===== src/design/board_reg_pkg.sv =====
// Constants, field layouts and carriers for the board register block.
// Assumes a processor bus on pins: chip select, write strobe, offset, 32 data lines.
// Operation
// - During hard reset drive stored config word, unless the flash select bit is active.
// - Config word writable outside hard reset; new value only matters at the next hard reset.
// - Bit 0 picks internal (0) or external (1) arbitration, default 0.
// - Bit 1 picks vector prefix 0xFFF00000 (0) or zero (1), default 0.
// - Bit 3 zero enables boot region zero, one disables it, default 0.
// - Bits 4-5 boot port width: 32, 8, 16 bit, reserved.
// - Bits 7-8 initial space base; default code 10.
// - Bits 9-10 pin function of second card channel; default code 11.
// - Bits 11-12 debug port location: JTAG, none, reserved, card pins.
// - Bits 13-14 external bus clock divider: by one or by two.
// - Reserved bits 2, 6, 15 are stored, read, written and driven like others.
// - Board control register sits at offset 4, read/write, power-on defaults.
// - Board control bits are brought out as outputs for outside logic.
// - Config word register sits at offset 0.
// - Config word loads defaults on power-on reset only, kept over hard reset.
// - Active low flash select bit stops config word driving at hard reset.
package board_reg_pkg;
    localparam int DATA_W = 32;
    localparam int REG_W = 16;
    localparam int ADDR_W = 3;
    localparam int ADDR_SEL_BIT = 2;
    localparam logic [ADDR_W-1:0] CFG_OFFSET = 3'h0;
    localparam logic [ADDR_W-1:0] CTRL_OFFSET = 3'h4;
    // Register word sits on the upper lines, bit 0 of a field table on line 31
    localparam int WORD_LSB = DATA_W - REG_W;
    localparam logic [REG_W-1:0] LOW_ZERO = 16'h0000;
    localparam logic [REG_W-1:0] ALL_ONES16 = 16'hFFFF;
    localparam logic [DATA_W-1:0] OE_OFF = 32'hFFFFFFFF;
    // Flash configuration select in board control, active low
    localparam int CTRL_FLASH_CFG_BIT = 11;
    // config defaults: space base 10, pin function 11
    localparam logic [REG_W-1:0] CFG_RESET = 16'h0160;
    localparam logic [REG_W-1:0] CTRL_RESET = 16'h39F8;

    localparam logic [1:0] BPW_32 = 2'h0;
    localparam logic [1:0] BPW_8 = 2'h1;
    localparam logic [1:0] BPW_16 = 2'h2;
    localparam logic [1:0] ISB_ZERO = 2'h0;
    localparam logic [1:0] ISB_00F = 2'h1;
    localparam logic [1:0] ISB_FF0 = 2'h2;
    localparam logic [1:0] ISB_FFF = 2'h3;
    localparam logic [1:0] DPF_CARD = 2'h0;
    localparam logic [1:0] DPF_WATCH = 2'h1;
    localparam logic [1:0] DPF_SHOW = 2'h3;
    localparam logic [1:0] DPL_JTAG = 2'h0;
    localparam logic [1:0] DPL_NONE = 2'h1;
    localparam logic [1:0] DPL_CARD = 2'h3;
    localparam logic [1:0] EBD_DIV1 = 2'h0;
    localparam logic [1:0] EBD_DIV2 = 2'h1;

    // Config word in bus order, first field on the top line
    typedef struct packed {
        logic external_arbitration_sel;
        logic vector_prefix_sel;
        logic spare2;
        logic boot_region_disable;
        logic [1:0] boot_port_width;
        logic spare6;
        logic [1:0] initial_space_base;
        logic [1:0] debug_pin_function;
        logic [1:0] debug_port_location;
        logic [1:0] ext_bus_clock_divider;
        logic spare15;
    } reset_cfg_t;

    // Processor bus pins as sampled
    typedef struct packed {
        logic cs_n;
        logic we_n;
        logic [ADDR_W-1:0] addr;
        logic [DATA_W-1:0] wdata;
    } bus_req_t;

    typedef enum logic {ST_IDLE, ST_BUSY} bus_state_t;
endpackage


===== src/design/board_register_block.sv =====
// Board register block: hard-reset config word and board control register.
// Assumes bus and hard reset pins are asynchronous to clk; sys_rst is power-on reset.
`timescale 1ns/1ns
`default_nettype none
module board_register_block
(
    input wire logic clk,
    input wire logic sys_rst,
    input wire board_reg_pkg::bus_req_t bus_req,
    input wire logic hard_reset_n,
    output logic [board_reg_pkg::DATA_W-1:0] data_out,
    output logic [board_reg_pkg::DATA_W-1:0] data_oe_n,
    output logic xfer_ack_n,
    output logic [board_reg_pkg::REG_W-1:0] board_control,
    output board_reg_pkg::reset_cfg_t reset_config
);
    import board_reg_pkg::*;

    bus_req_t req_s1_ff;
    bus_req_t req_s2_ff;
    logic hr_s1_ff;
    logic hr_s2_ff;
    logic cs_prev_ff;
    bus_state_t st_ff;
    bus_state_t nxt_st;
    logic rd_ff;
    logic nxt_rd;
    reset_cfg_t cfg_ff;
    reset_cfg_t nxt_cfg;
    logic [REG_W-1:0] ctrl_ff;
    logic [REG_W-1:0] nxt_ctrl;
    logic [DATA_W-1:0] out_ff;
    logic [DATA_W-1:0] nxt_out;
    logic [DATA_W-1:0] oe_n_ff;
    logic [DATA_W-1:0] nxt_oe_n;
    logic ack_n_ff;
    logic nxt_ack_n;
    logic hr_active;
    logic drive_cfg;
    logic start;
    logic taken;
    logic sel_ctrl;
    logic [DATA_W-1:0] rdata;
    logic [DATA_W-1:0] hr_oe_n;

    // Two-stage synchronisers for all pins
    always_ff @(posedge clk or posedge sys_rst)
    begin
        if (sys_rst)
        begin
            req_s1_ff <= '{cs_n: 1'b1, we_n: 1'b1, addr: '0, wdata: '0};
            req_s2_ff <= '{cs_n: 1'b1, we_n: 1'b1, addr: '0, wdata: '0};
            hr_s1_ff <= 1'b1;
            hr_s2_ff <= 1'b1;
            cs_prev_ff <= 1'b1;
        end
        else
        begin
            req_s1_ff <= bus_req;
            req_s2_ff <= req_s1_ff;
            hr_s1_ff <= hard_reset_n;
            hr_s2_ff <= hr_s1_ff;
            cs_prev_ff <= req_s2_ff.cs_n;
        end
    end

    // Access decode on the synchronised pins
    assign hr_active = ~hr_s2_ff;
    // drive only with flash select inactive
    assign drive_cfg = hr_active & ctrl_ff[CTRL_FLASH_CFG_BIT];
    assign start = ~req_s2_ff.cs_n & cs_prev_ff;
    assign taken = (st_ff == ST_IDLE) & start & ~hr_active;
    assign sel_ctrl = req_s2_ff.addr[ADDR_SEL_BIT];

    // Read word, low lines zero
    always_comb
    begin
        if (sel_ctrl)
            rdata = {ctrl_ff, LOW_ZERO};
        else
            rdata = {cfg_ff, LOW_ZERO};
    end

    // Per-line enables for hard-reset driving of the config word
    genvar gi;
    generate
        for (gi = 0; gi < DATA_W; gi++)
        begin : g_hr_line
            // every stored bit, spares too, has its line
            if (gi >= WORD_LSB)
                assign hr_oe_n[gi] = ~drive_cfg;
            else
                assign hr_oe_n[gi] = 1'b1;
        end
    endgenerate

    // Bus sequencing and register next values
    always_comb
    begin
        nxt_st = st_ff;
        nxt_rd = rd_ff;
        nxt_cfg = cfg_ff;
        nxt_ctrl = ctrl_ff;
        nxt_out = out_ff;
        nxt_oe_n = OE_OFF;
        nxt_ack_n = 1'b1;
        case (st_ff)
            ST_IDLE:
            begin
                if (taken)
                begin
                    nxt_st = ST_BUSY;
                    nxt_ack_n = 1'b0;
                    nxt_rd = req_s2_ff.we_n;
                    if (!req_s2_ff.we_n)
                    begin
                        if (sel_ctrl)
                            nxt_ctrl = req_s2_ff.wdata[DATA_W-1:WORD_LSB];
                        else
                            nxt_cfg = reset_cfg_t'(req_s2_ff.wdata[DATA_W-1:WORD_LSB]);
                    end
                    else
                    begin
                        // drivers on only while a read answers
                        nxt_out = rdata;
                        nxt_oe_n = '0;
                    end
                end
            end
            ST_BUSY:
            begin
                if (rd_ff && !req_s2_ff.cs_n && !hr_active)
                    nxt_oe_n = '0;
                if (req_s2_ff.cs_n || hr_active)
                begin
                    nxt_st = ST_IDLE;
                    nxt_rd = 1'b0;
                    nxt_oe_n = OE_OFF;
                end
            end
            default:
            begin
                nxt_st = ST_IDLE;
                nxt_rd = 1'b0;
            end
        endcase
        if (hr_active)
        begin
            nxt_out = {cfg_ff, LOW_ZERO};
            nxt_oe_n = hr_oe_n;
        end
    end

    always_ff @(posedge clk or posedge sys_rst)
    begin
        if (sys_rst)
        begin
            st_ff <= ST_IDLE;
            rd_ff <= 1'b0;
            cfg_ff <= reset_cfg_t'(CFG_RESET);
            ctrl_ff <= CTRL_RESET;
            out_ff <= '0;
            oe_n_ff <= OE_OFF;
            ack_n_ff <= 1'b1;
        end
        else
        begin
            st_ff <= nxt_st;
            rd_ff <= nxt_rd;
            cfg_ff <= nxt_cfg;
            ctrl_ff <= nxt_ctrl;
            out_ff <= nxt_out;
            oe_n_ff <= nxt_oe_n;
            ack_n_ff <= nxt_ack_n;
        end
    end

    // Outputs straight from flops
    assign data_out = out_ff;
    assign data_oe_n = oe_n_ff;
    assign xfer_ack_n = ack_n_ff;
    assign board_control = ctrl_ff;
    assign reset_config = cfg_ff;
endmodule
`default_nettype wire


===== config.mk =====
export PLATFORM = sky130hd
export DESIGN_NAME = board_register_block
export DESIGN_NICKNAME = d
export VERILOG_FILES = /design/src/design/board_reg_pkg.sv /design/src/design/board_register_block.sv
export SDC_FILE = /design/constraint.sdc
export NUM_CORES = 1
export LEC_CHECK = 0
export ABC_AREA = 1
export BUFFER_PORTS_ARGS = -buffer_cell sky130_fd_sc_hd__buf_2
export CAP_MARGIN = 20
export CORE_MARGIN = 2
export CORE_UTILIZATION = 50
export DETAILED_ROUTE_END_ITERATION = 6
export GPL_ROUTABILITY_DRIVEN = 0
export GPL_TIMING_DRIVEN = 0
export PLACE_DENSITY = 0.88
export SYNTH_ARGS = -nofsm -noshare
export SYNTH_HDL_FRONTEND = slang
export SYNTH_SLANG_ARGS = --single-unit

===== constraint.sdc =====
create_clock -name clk -period 8.4 [get_ports clk]
set_input_delay 1.68 -clock clk [delete_from_list [all_inputs] [get_ports clk]]
set_output_delay 1.68 -clock clk [all_outputs]
set_load 0.05 [all_outputs]

==> results of run 1 <==
-- layout by cell type, fill, tap and decap left out, drive strengths merged --
master / instances
nor2: 8
clkbuf: 11
conb: 16
dfrtp: 72
bufinv: 1
o21ai: 1
nand2: 138
a21oi: 1
buf: 165
clkinvlp: 1
inv: 10
nand3: 66
clkinv: 2
dfstp: 22
-- cells in the mapped netlist --
library cell | number | share of area [%]
a21oi_1 | 1 | 0.13
buf_1 | 1 | 0.096
buf_12 | 1 | 0.51
buf_2 | 9 | 1.2
buf_4 | 49 | 9.4
buf_6 | 2 | 0.58
conb_1 | 1 | 0.096
dfrtp_1 | 72 | 46
dfstp_2 | 22 | 15
inv_1 | 6 | 0.58
inv_2 | 3 | 0.29
nand2_1 | 111 | 11
nand2_2 | 23 | 3.7
nand2_4 | 3 | 0.86
nand2_8 | 1 | 0.51
nand3_1 | 66 | 8.5
nor2_1 | 3 | 0.29
nor2_4 | 4 | 1.2
nor2_8 | 1 | 0.51
o21ai_0 | 1 | 0.13
-- worst max-delay path by stage --
stage	end	from	cells past startpoint	slack, ns
2_1_floorplan	board_control[0]$_DFFE_PP0P_	sys_rst	1	4.31
5_1_grt	data_oe_n[19]	data_oe_n[30]$_DFF_PP1_	2	5.19
4_1_cts	data_oe_n[17]	data_oe_n[30]$_DFF_PP1_	2	5.25
6_report	data_oe_n[17]	data_oe_n[30]$_DFF_PP1_	2	5.28
3_5_place_dp	data_oe_n[17]	data_oe_n[30]$_DFF_PP1_	2	5.64
3_3_place_gp	board_control[1]$_DFFE_PP0P_	sys_rst	2	3.50
-- registers in the layout (all words and copies together) (netlist names) --
register       cells
xfer_ack_n         1
rd_ff              1
data_oe_n          2
data_out          16
req_s1_ff         19
hr_s2_ff           1
reset_config      16
hr_s1_ff           1
cs_prev_ff         1
board_control     16
st_ff              1
req_s2_ff         19
-- power by group --
group          internal [mW]  leakage [nW]  switching, mW  total, mW
clock network          0.154         0.106          0.150      0.304
registers              0.524          1.12         0.0465      0.571
logic                  0.104          1.41          0.337      0.441
total                  0.782          2.63          0.533       1.32
-- metal layers --
metal	up-vias	track usage (%)	share of wire [%]
li1	1389	-	-
met1	1260	22.8	41
met2	129	29.9	48
met3	21	4.15	8.2
met4	0	9.70	3.2
met5	-	0	0
-- logic make-up (layout without fill, tap and decap cells) --
group,after synthesis,count (layout),share of synthesized area [%]
AND/OR/NAND/NOR,212,212,26.1
other,1,16,0.0960
flip-flops,94,94,60.9
AO/OA/AOI/OAI,2,2,0.256
buffers and inverters,71,190,12.6
-- area by class of cell --
type	count	area (sq um)	area share, %
flip-flops and latches	94	2380	49.2
multi-input cells	230	1090	22.5
repair buffers	103	538	11.1
plain buffers	62	459	9.49
clock buffers	11	151	3.13
well taps	102	128	2.64
clock inverters	5	56.3	1.16
inverters	9	36.3	0.750
-- worst register-to-register path: stages (launching register included) --
cell and delay, ns:
dfstp_2 0.54, buf_6 0.15, nand2_4 0.09, nor2_8 0.14, nand2_2 0.13, buf_4 0.20
nand2_1 0.07, nand2_1 0.05
==> reports/results.tsv, run 1 <==
metric	value	unit
hold_ws	0.348	ns
Netlist cell types	20	
vias per inst	4.54	
Design Power	1.32	mW
Root Driver	clkbuf_8	
mapped cell area	0.00391	sq mm
Clock Tree Buf Depth	2	
initial antenna violation count	0	
worst slew pin tran	0.509	ns
CTS tree	done	
largest delay contributor family on the critical path	flip-flops	
Crit. End Element	output pin	
post-placement cell count	600	
initial core utilization	51.1	%
FF+latch count, synth	94	
Antenna Violating Nets Remaining	0	
YS warnings	0	
# DRC	0	
critical path's slowest cell	dfstp_2	
period utilisation layout	37.2	%
Fin. Hold Viols	0	
Remaining Overflow, GRT	0	
setup TNS	0	ns
CP Class	reg -> out	
row count	32	
core area	0.00765	sq mm
HPWL Detailed	5710	um
die area	0.00854	sq mm
post-synthesis sequential area ratio	60.9	%
worst hold path endpoint	req_s2_ff[24]$_DFF_PP0_	
CP bufs+invs	2	
Clock Sinks	94	
Worst setup SP type	flip-flop	
worst-case clock skew	0.00790	ns
syn_area_per_cell	10.3	sq um
status	finished, final reports clean	
final worst slack	5.28	ns
First DRT Iteration DRCs	212	
Mapped Cells	380	
via count	2799	
drt pass-1 iters	5	
Relative slew margins	66.0	%
R2R Path Start	hr_s2_ff$_DFF_PP1_	
vias in the first global route	2610	
WL per Instance	12.0	um
crit path time final	3.12	ns
diode count	0	
R2R Setup Slk	6.94	ns
Hold Buf Count CTS	0	
PostCTS Resize Cnt	0	
max_cap viols	0	
largest net degree at the start of global routing	55	
CP max FO	16	
PD cells	272	mW/mm^2
nets	549	
RSZ-0062 raised after global routing	no	
fill cell count	608	
fraction of layout cells with a size suffix above 1	46.3	%
final WL	7420	um
number of H-tree levels	3	
post-layout util	63.3	%
R2R cell count	7	
max-slew violations	0	
Die Height	92.4	um
slowest stage delay, CP	0.69	ns
clock slew at reported path FFs	0.09	ns
Cell Chain, Critical Path	buf_4 > buf_2	
clock latency on the worst-skew pair	0.35	ns
hold path depth	0	
Worst EP arrival	1.44	ns
non-filler instance count after layout	616	
Crit path required time	6.72	ns
Hold WC Path Type	reg -> reg	
Ports	137	
Port Buf Inserts	102	
Setup WS pre-CTS	5.64	ns
fmax	0.320	GHz
first-pass GRT wire length	12300	um
static leakage	2.63	nW
DP Area	0.00463	sq mm
Final setup viols	0	
synth-to-layout area growth	23.9	%
die width	92.4	um
TritonCTS Buffers	9	
post-route cell area	0.00484	sq mm
# Post-CTS Setup Buffers	0	
worst r2r dst	board_control[0]$_DFFE_PP0P_	
Total GRT Usage	18.3	%
peak supply drop	0.000143	V
HP Start	req_s1_ff[24]$_DFF_PP0_	
(Power assumes the default switching activity.)
==> inputs of run 2 (changes only) <==
Settings changed: CORE_UTILIZATION 50 to 45, PLACE_DENSITY 0.88 to 0.84.
Clock period 8.4 ns to 2.5 ns, I/O delays scaled along.
==> run 2 against run 1 <==
Net effect: worst setup slack worse by 4.7 ns; largest cell class unchanged; critical path type unchanged; total power rose to 3.3 times the previous value; count of clock-buffer cells in the layout is 2 lower; critical path depth unchanged.
==> reports/results.tsv, run 2 (synthesized netlist as in run 1, its figures left out) <==
metric	value	unit	change
status	finished, final reports clean		unchanged
row count	33		was 32
RSZ-0062 raised after global routing	no		unchanged
die area	0.00944	sq mm	was 0.00854 sq mm
first-pass GRT wire length	13200	um	was 12300 um
Remaining Overflow, GRT	0		unchanged
TritonCTS Buffers	9		unchanged
Worst EP arrival	1.44	ns	about the same
synth-to-layout area growth	23.8	%	was 23.9%
HPWL Detailed	5940	um	was 5710 um
Crit. End Element	output pin		unchanged
critical path's slowest cell	dfstp_2		unchanged
Total GRT Usage	17.3	%	was 18.3%
Worst setup SP type	flip-flop		unchanged
Crit path required time	2.00	ns	was 6.72 ns
die width	97.2	um	was 92.4 um
PostCTS Resize Cnt	0		unchanged
# DRC	0		unchanged
Fin. Hold Viols	0		unchanged
CP Class	reg -> out		unchanged
drt pass-1 iters	4		was 5
initial antenna violation count	0		unchanged
clock slew at reported path FFs	0.10	ns	was 0.09 ns
slowest stage delay, CP	0.68	ns	was 0.69 ns
PD cells	901	mW/mm^2	was 272 mW/mm^2
wl on met1	3100	um	was 3010 um
Clock Sinks	94		unchanged
clock latency on the worst-skew pair	0.36	ns	was 0.35 ns
CTS tree	done		unchanged
Antenna Violating Nets Remaining	0		unchanged
setup TNS	0	ns	unchanged
CP max FO	16		unchanged
fraction of layout cells with a size suffix above 1	46.4	%	was 46.3%
Root Driver	clkbuf_8		unchanged
Clock Tree Buf Depth	2		unchanged
Hold Buf Count CTS	0		unchanged
most frequent cells in the layout	buf_2 (111), nand2_1 (111), dfrtp_1 (72), nand3_1 (66), buf_4 (49)		unchanged
Port Buf Inserts	102		unchanged
WL per Instance	12.4	um	was 12.0 um
Hold WC Path Type	in -> async		was reg -> reg
First DRT Iteration DRCs	176		was 212
max layer used	met4		unchanged
core area	0.00830	sq mm	was 0.00765 sq mm
met3 routed WL	464	um	was 610 um
peak supply drop	0.000426	V	was 0.000143 V
vias in the first global route	2755		was 2610
nets	550		was 549
period utilisation layout	77.6	%	
largest net degree at the start of global routing	42		was 55
via count	2783		was 2799
met2 wire len	3910	um	was 3550 um
fmax	0.516	GHz	
Cell Chain, Critical Path	buf_4 > buf_2		unchanged
vias per inst	4.49		was 4.54
Ports	137		unchanged
number of H-tree levels	3		unchanged
Die Height	97.2	um	was 92.4 um
largest delay contributor family on the critical path	flip-flops		unchanged
largest registers	req_s1_ff x19, req_s2_ff x19		unchanged
CP bufs+invs	2		unchanged
final worst slack	0.561	ns	was 5.28 ns
max-slew violations	0		unchanged
Final setup viols	0		unchanged
static leakage	2.62	nW	was 2.63 nW
Setup WS pre-CTS	0.934	ns	was 5.64 ns
final WL	7660	um	was 7420 um
max_cap viols	0		unchanged
worst-case clock skew	0.00850	ns	was 0.00790 ns
post-placement cell count	604		was 600
# Post-CTS Setup Buffers	0		unchanged
initial core utilization	47.1	%	was 51.1%
diode count	0		unchanged
crit path time final	1.94	ns	
non-filler instance count after layout	620		was 616
fill cell count	710		was 608
==> run 2: final timing paths <==
path	from	to	slack, ns	cells after the start
max in group asynchronous	sys_rst	data_oe_n[15]$_DFF_PP1_	1.79	3
min reg2reg	req_s1_ff[26]$_DFF_PP0_	req_s2_ff[26]$_DFF_PP0_	0.35	0
min	sys_rst	req_s2_ff[34]$_DFF_PP0_	0.13	2
min in group clk	bus_req[36]	req_s1_ff[36]$_DFF_PP1_	0.23	1
max reg2reg	hr_s2_ff$_DFF_PP1_	board_control[1]$_DFFE_PP0P_	1.00	7
max	data_oe_n[30]$_DFF_PP1_	data_oe_n[21]	0.56	2
==> run 2: cell type report <==
class / count / area (sq um) / area share, %
plain buffers: 62 / 459 / 9.49
clock buffers: 9 / 124 / 2.56
clock inverters: 7 / 65.1 / 1.34
inverters: 9 / 37.5 / 0.776
multi-input cells: 230 / 1090 / 22.5
flip-flops and latches: 94 / 2380 / 49.2
well taps: 105 / 131 / 2.72
repair buffers: 104 / 551 / 11.4
==> run 2: worst register-to-register path, cell delays in order (launching register included) <==
cell	delay (ns)
dfstp_2	0.54
buf_6	0.15
nand2_4	0.09
nor2_8	0.14
nand2_2	0.13
buf_4	0.20
nand2_1	0.08
nand2_1	0.07
==> run 2: stage by stage <==
step	area (sq um)	util (%)	total power, mW	hold slack, ns
4_1_cts	4840	58.3	4.39	0.120
3_3_place_gp	4610	55.5	3.40	0.334
5_1_grt	4840	58.3	4.57	0.138
6_report	4840	58.3	4.36	0.126
2_1_floorplan	3970	-	3.09	0.331
3_5_place_dp	4650	56.0	3.44	0.335
==> run 2: per-layer routing <==
metal	vias to the layer above	global-route usage [%]
met2	108	29.4
met1	1256	21.1
met3	15	3.24
met4	0	8.56
met5	-	0
li1	1404	-
==> run 2: power by group <==
part	leakage, nW	internal, mW	switching [mW]
Combinational	1.41	0.351	1.14
Clock	0.0943	0.386	0.569
Sequential	1.12	1.76	0.156
==> inputs of run 3 (changes only) <==
Settings changed: ABC_AREA 1 to 0, CORE_UTILIZATION 45 to 49, PLACE_DENSITY 0.84 to 0.87.
Clock period 2.5 ns to 2 ns, I/O delays scaled along.
==> run 3 against run 2 <==
Net effect: first-iteration DRC count shrank 75%; register-to-register slack got worse by 0.85 ns; sequential share of layout area up 1.8 points; via count decreased by 25%; worst setup slack got worse by 0.41 ns.
==> reports/results.tsv, run 3 <==
metric	value	unit	change
Synth Area in Adders	0	%	unchanged
Final setup viols	0		unchanged
main combinational cell family by area after synthesis	multiplexers		was simple AND/OR/NAND/NOR gates
First DRT Iteration DRCs	44		was 176
Worst EP arrival	2.09	ns	was 1.44 ns
FF+latch count, synth	94		unchanged
number of H-tree levels	3		unchanged
worst slew pin tran	0.614	ns	
mapped cell area	0.00373	sq mm	was 0.00391 sq mm
setup TNS	0	ns	unchanged
fill cell count	550		was 710
post-synthesis mux area share	21.3	%	was 0%
initial core utilization	51.1	%	was 47.1%
Clock Tree Buf Depth	2		unchanged
max-slew violations	0		unchanged
critical path's slowest cell	dfrtp_1		was dfstp_2
Post-synth EDFFs	0		unchanged
YS warnings	0		unchanged
via count	2101		was 2783
Fin. Hold Viols	0		unchanged
slowest stage delay, CP	0.47	ns	was 0.68 ns
largest net degree at the start of global routing	45		was 42
Remaining Overflow, GRT	0		unchanged
multi-input combinational cell area	0.00100	sq mm	was 0.00109 sq mm
static leakage	2.35	nW	was 2.62 nW
TritonCTS Buffers	9		unchanged
PostCTS Resize Cnt	0		unchanged
hold_ws	0.105	ns	was 0.126 ns
WL per Instance	14.5	um	was 12.4 um
most numerous cell in the Yosys netlist	dfrtp_1		was nand2_1
largest registers	req_s1_ff x19, req_s2_ff x19		unchanged
synth-to-layout area growth	25.2	%	was 23.8%
Die Height	91.2	um	was 97.2 um
# DRC	0		unchanged
Hold WC Path Type	in -> async		unchanged
max_cap viols	0		unchanged
Synth Flop Type	dfrtp_1		unchanged
vias per inst	4.52		was 4.49
post-route cell area	0.00467	sq mm	was 0.00484 sq mm
fraction of layout cells with a size suffix above 1	72.1	%	was 46.4%
Relative slew margins	59.0	%	
Crit. path cell count	4		was 2
xor/xnor cell area share of the yosys netlist	0	%	unchanged
Ports	137		unchanged
period utilisation layout	92.4	%	
PD cells	1260	mW/mm^2	was 901 mW/mm^2
CP bufs+invs	1		was 2
Total GRT Usage	16.9	%	was 17.3%
vias in the first global route	2035		was 2755
peak supply drop	0.000709	V	was 0.000426 V
crit path time final	1.85	ns	
Clock Sinks	94		unchanged
Root Driver	clkbuf_8		unchanged
clock latency on the worst-skew pair	0.36	ns	about the same
Synth top area share	48.3	%	was 46.1%
Port Buf Inserts	102		unchanged
top post-synthesis cells by count	dfrtp_1 (72), buf_4 (48), mux2_2 (44)		was nand2_1 (111), dfrtp_1 (72), nand3_1 (66)
Mapped Cells	231		was 380
core area	0.00729	sq mm	was 0.00830 sq mm
die width	91.2	um	was 97.2 um
Worst setup SP type	flip-flop		unchanged
RSZ-0062 raised after global routing	no		unchanged
row count	31		was 33
HPWL Detailed	4940	um	was 5940 um
initial antenna violation count	0		unchanged
post-synthesis compound-gate area fraction	0.738	%	was 0.256%
final WL	6750	um	was 7660 um
area leader, netlist	dfrtp_1		unchanged
largest delay contributor family on the critical path	flip-flops		unchanged
drt pass-1 iters	4		unchanged
most frequent cells in the layout	buf_2 (103), dfrtp_1 (72), buf_4 (48), mux2_2 (44), dfstp_2 (22)		was buf_2 (111), nand2_1 (111), dfrtp_1 (72), nand3_1 (66), buf_4 (49)
top cells by area, synth	dfrtp_1 (48%), dfstp_2 (16%), mux2_2 (13%)		was dfrtp_1 (46%), dfstp_2 (15%), nand2_1 (11%)
CP Class	reg -> reg		was reg -> out
Hold Buf Count CTS	0		unchanged
# Post-CTS Setup Buffers	0		unchanged
most common cell after layout, fill and taps aside	buf_2		
Crit. End Element	flip-flop		was output pin
syn_area_per_cell	16.1	sq um	was 10.3 sq um
async set-reset flop share out of synthesis	100	%	unchanged
fmax	0.541	GHz	
Netlist cell types	21		was 20
Cell Chain, Critical Path	nand2b_1 > o21ai_2 > buf_4 > mux2_2		was buf_4 > buf_2
CP max FO	10		was 16
Crit path required time	2.24	ns	was 2.00 ns
R2R cell count	4		was 7
Antenna Violating Nets Remaining	0		unchanged
nets	401		was 550
CTS tree	done		unchanged
first-pass GRT wire length	10700	um	was 13200 um
Synth Area in Simple Gates	3.19	%	was 26.1%
DP Area	0.00447	sq mm	was 0.00465 sq mm
status	finished, final reports clean		unchanged
worst-case clock skew	0.0160	ns	was 0.00850 ns
die area	0.00832	sq mm	was 0.00944 sq mm
post-synthesis sequential area ratio	63.8	%	was 60.9%
register area	0.00238	sq mm	unchanged
clock slew at reported path FFs	0.10	ns	about the same
diode count	0		unchanged
## run 3: cell count changes in the layout (fill, tap and decap cells not counted), sizes merged, moves of 6 or more
cell	previous run	this run
mux2	0	64
nand3	66	1
buf	166	155
nor2	8	2
inv	12	5
nand2	138	2
## run 3: metal layers
layer  vias up  GRT usage, %  wire (um)
met1      1042          21.0       2860
met4         0          8.46         98
li1        969             -          -
met2        83          27.8       3380
met3         7          3.98        410
met5         -             0          0
## run 3: power by group
group	leakage (nW)	switching [mW]	internal, mW
clock	0.0948	0.650	0.589
sequential	1.10	0.224	2.26
combinational	1.16	1.52	0.645
total	2.35	2.39	3.49
## run 3: worst reg2reg max path: cells and delay by family (launching register included)
| kind | cells | cell delay (ns) |
|---|---|---|
| DFF | 1 | 0.47 |
| and+or+nand+nor | 1 | 0.21 |
| muxes | 1 | 0.35 |
| buffers and inverters | 1 | 0.30 |
| AOI/OAI and AO/OA | 1 | 0.42 |
## run 3: path summary, 6_finish.rpt
path	startpoint	slack, ns	to
max	st_ff$_DFF_PP0_	0.15	data_out[19]$_DFFE_PP0P_
min	sys_rst	0.10	data_out[17]$_DFFE_PP0P_
max reg2reg	st_ff$_DFF_PP0_	0.15	data_out[19]$_DFFE_PP0P_
min reg2reg	req_s1_ff[30]$_DFF_PP0_	0.35	req_s2_ff[30]$_DFF_PP0_
max in group asynchronous	sys_rst	1.02	req_s2_ff[36]$_DFF_PP1_
min in group clk	hard_reset_n	0.14	hr_s1_ff$_DFF_PP1_
## run 3: kinds of logic after synthesis
family | count (synthesis)
flops | 94
mux | 64
buf+inv | 55
simple gates | 13
compound gates | 4
other cells | 1
## run 3: cell type report
cell class	instances	share of cell area, %
multi-input cells	97	21.5
flip-flops and latches	94	51.0
plain buffers	51	8.31
well taps	99	2.65
clock buffers	10	2.73
clock inverters	6	1.50
repair buffers	104	12.0
inverters	4	0.402
## run 3: per-stage QoR
stage | cells | util (%) | worst slack [ns] | total power [mW]
after global placement | 447 | 60.7 | -0.0286 | 4.62
after floorplan | 246 | - | 0.389 | 4.20
after detailed placement | 449 | 61.3 | 0.130 | 4.70
after CTS | 465 | 64.0 | 0.123 | 5.95
final | 465 | 64.0 | 0.152 | 5.89
after global routing | 465 | 64.0 | 0.0628 | 6.14
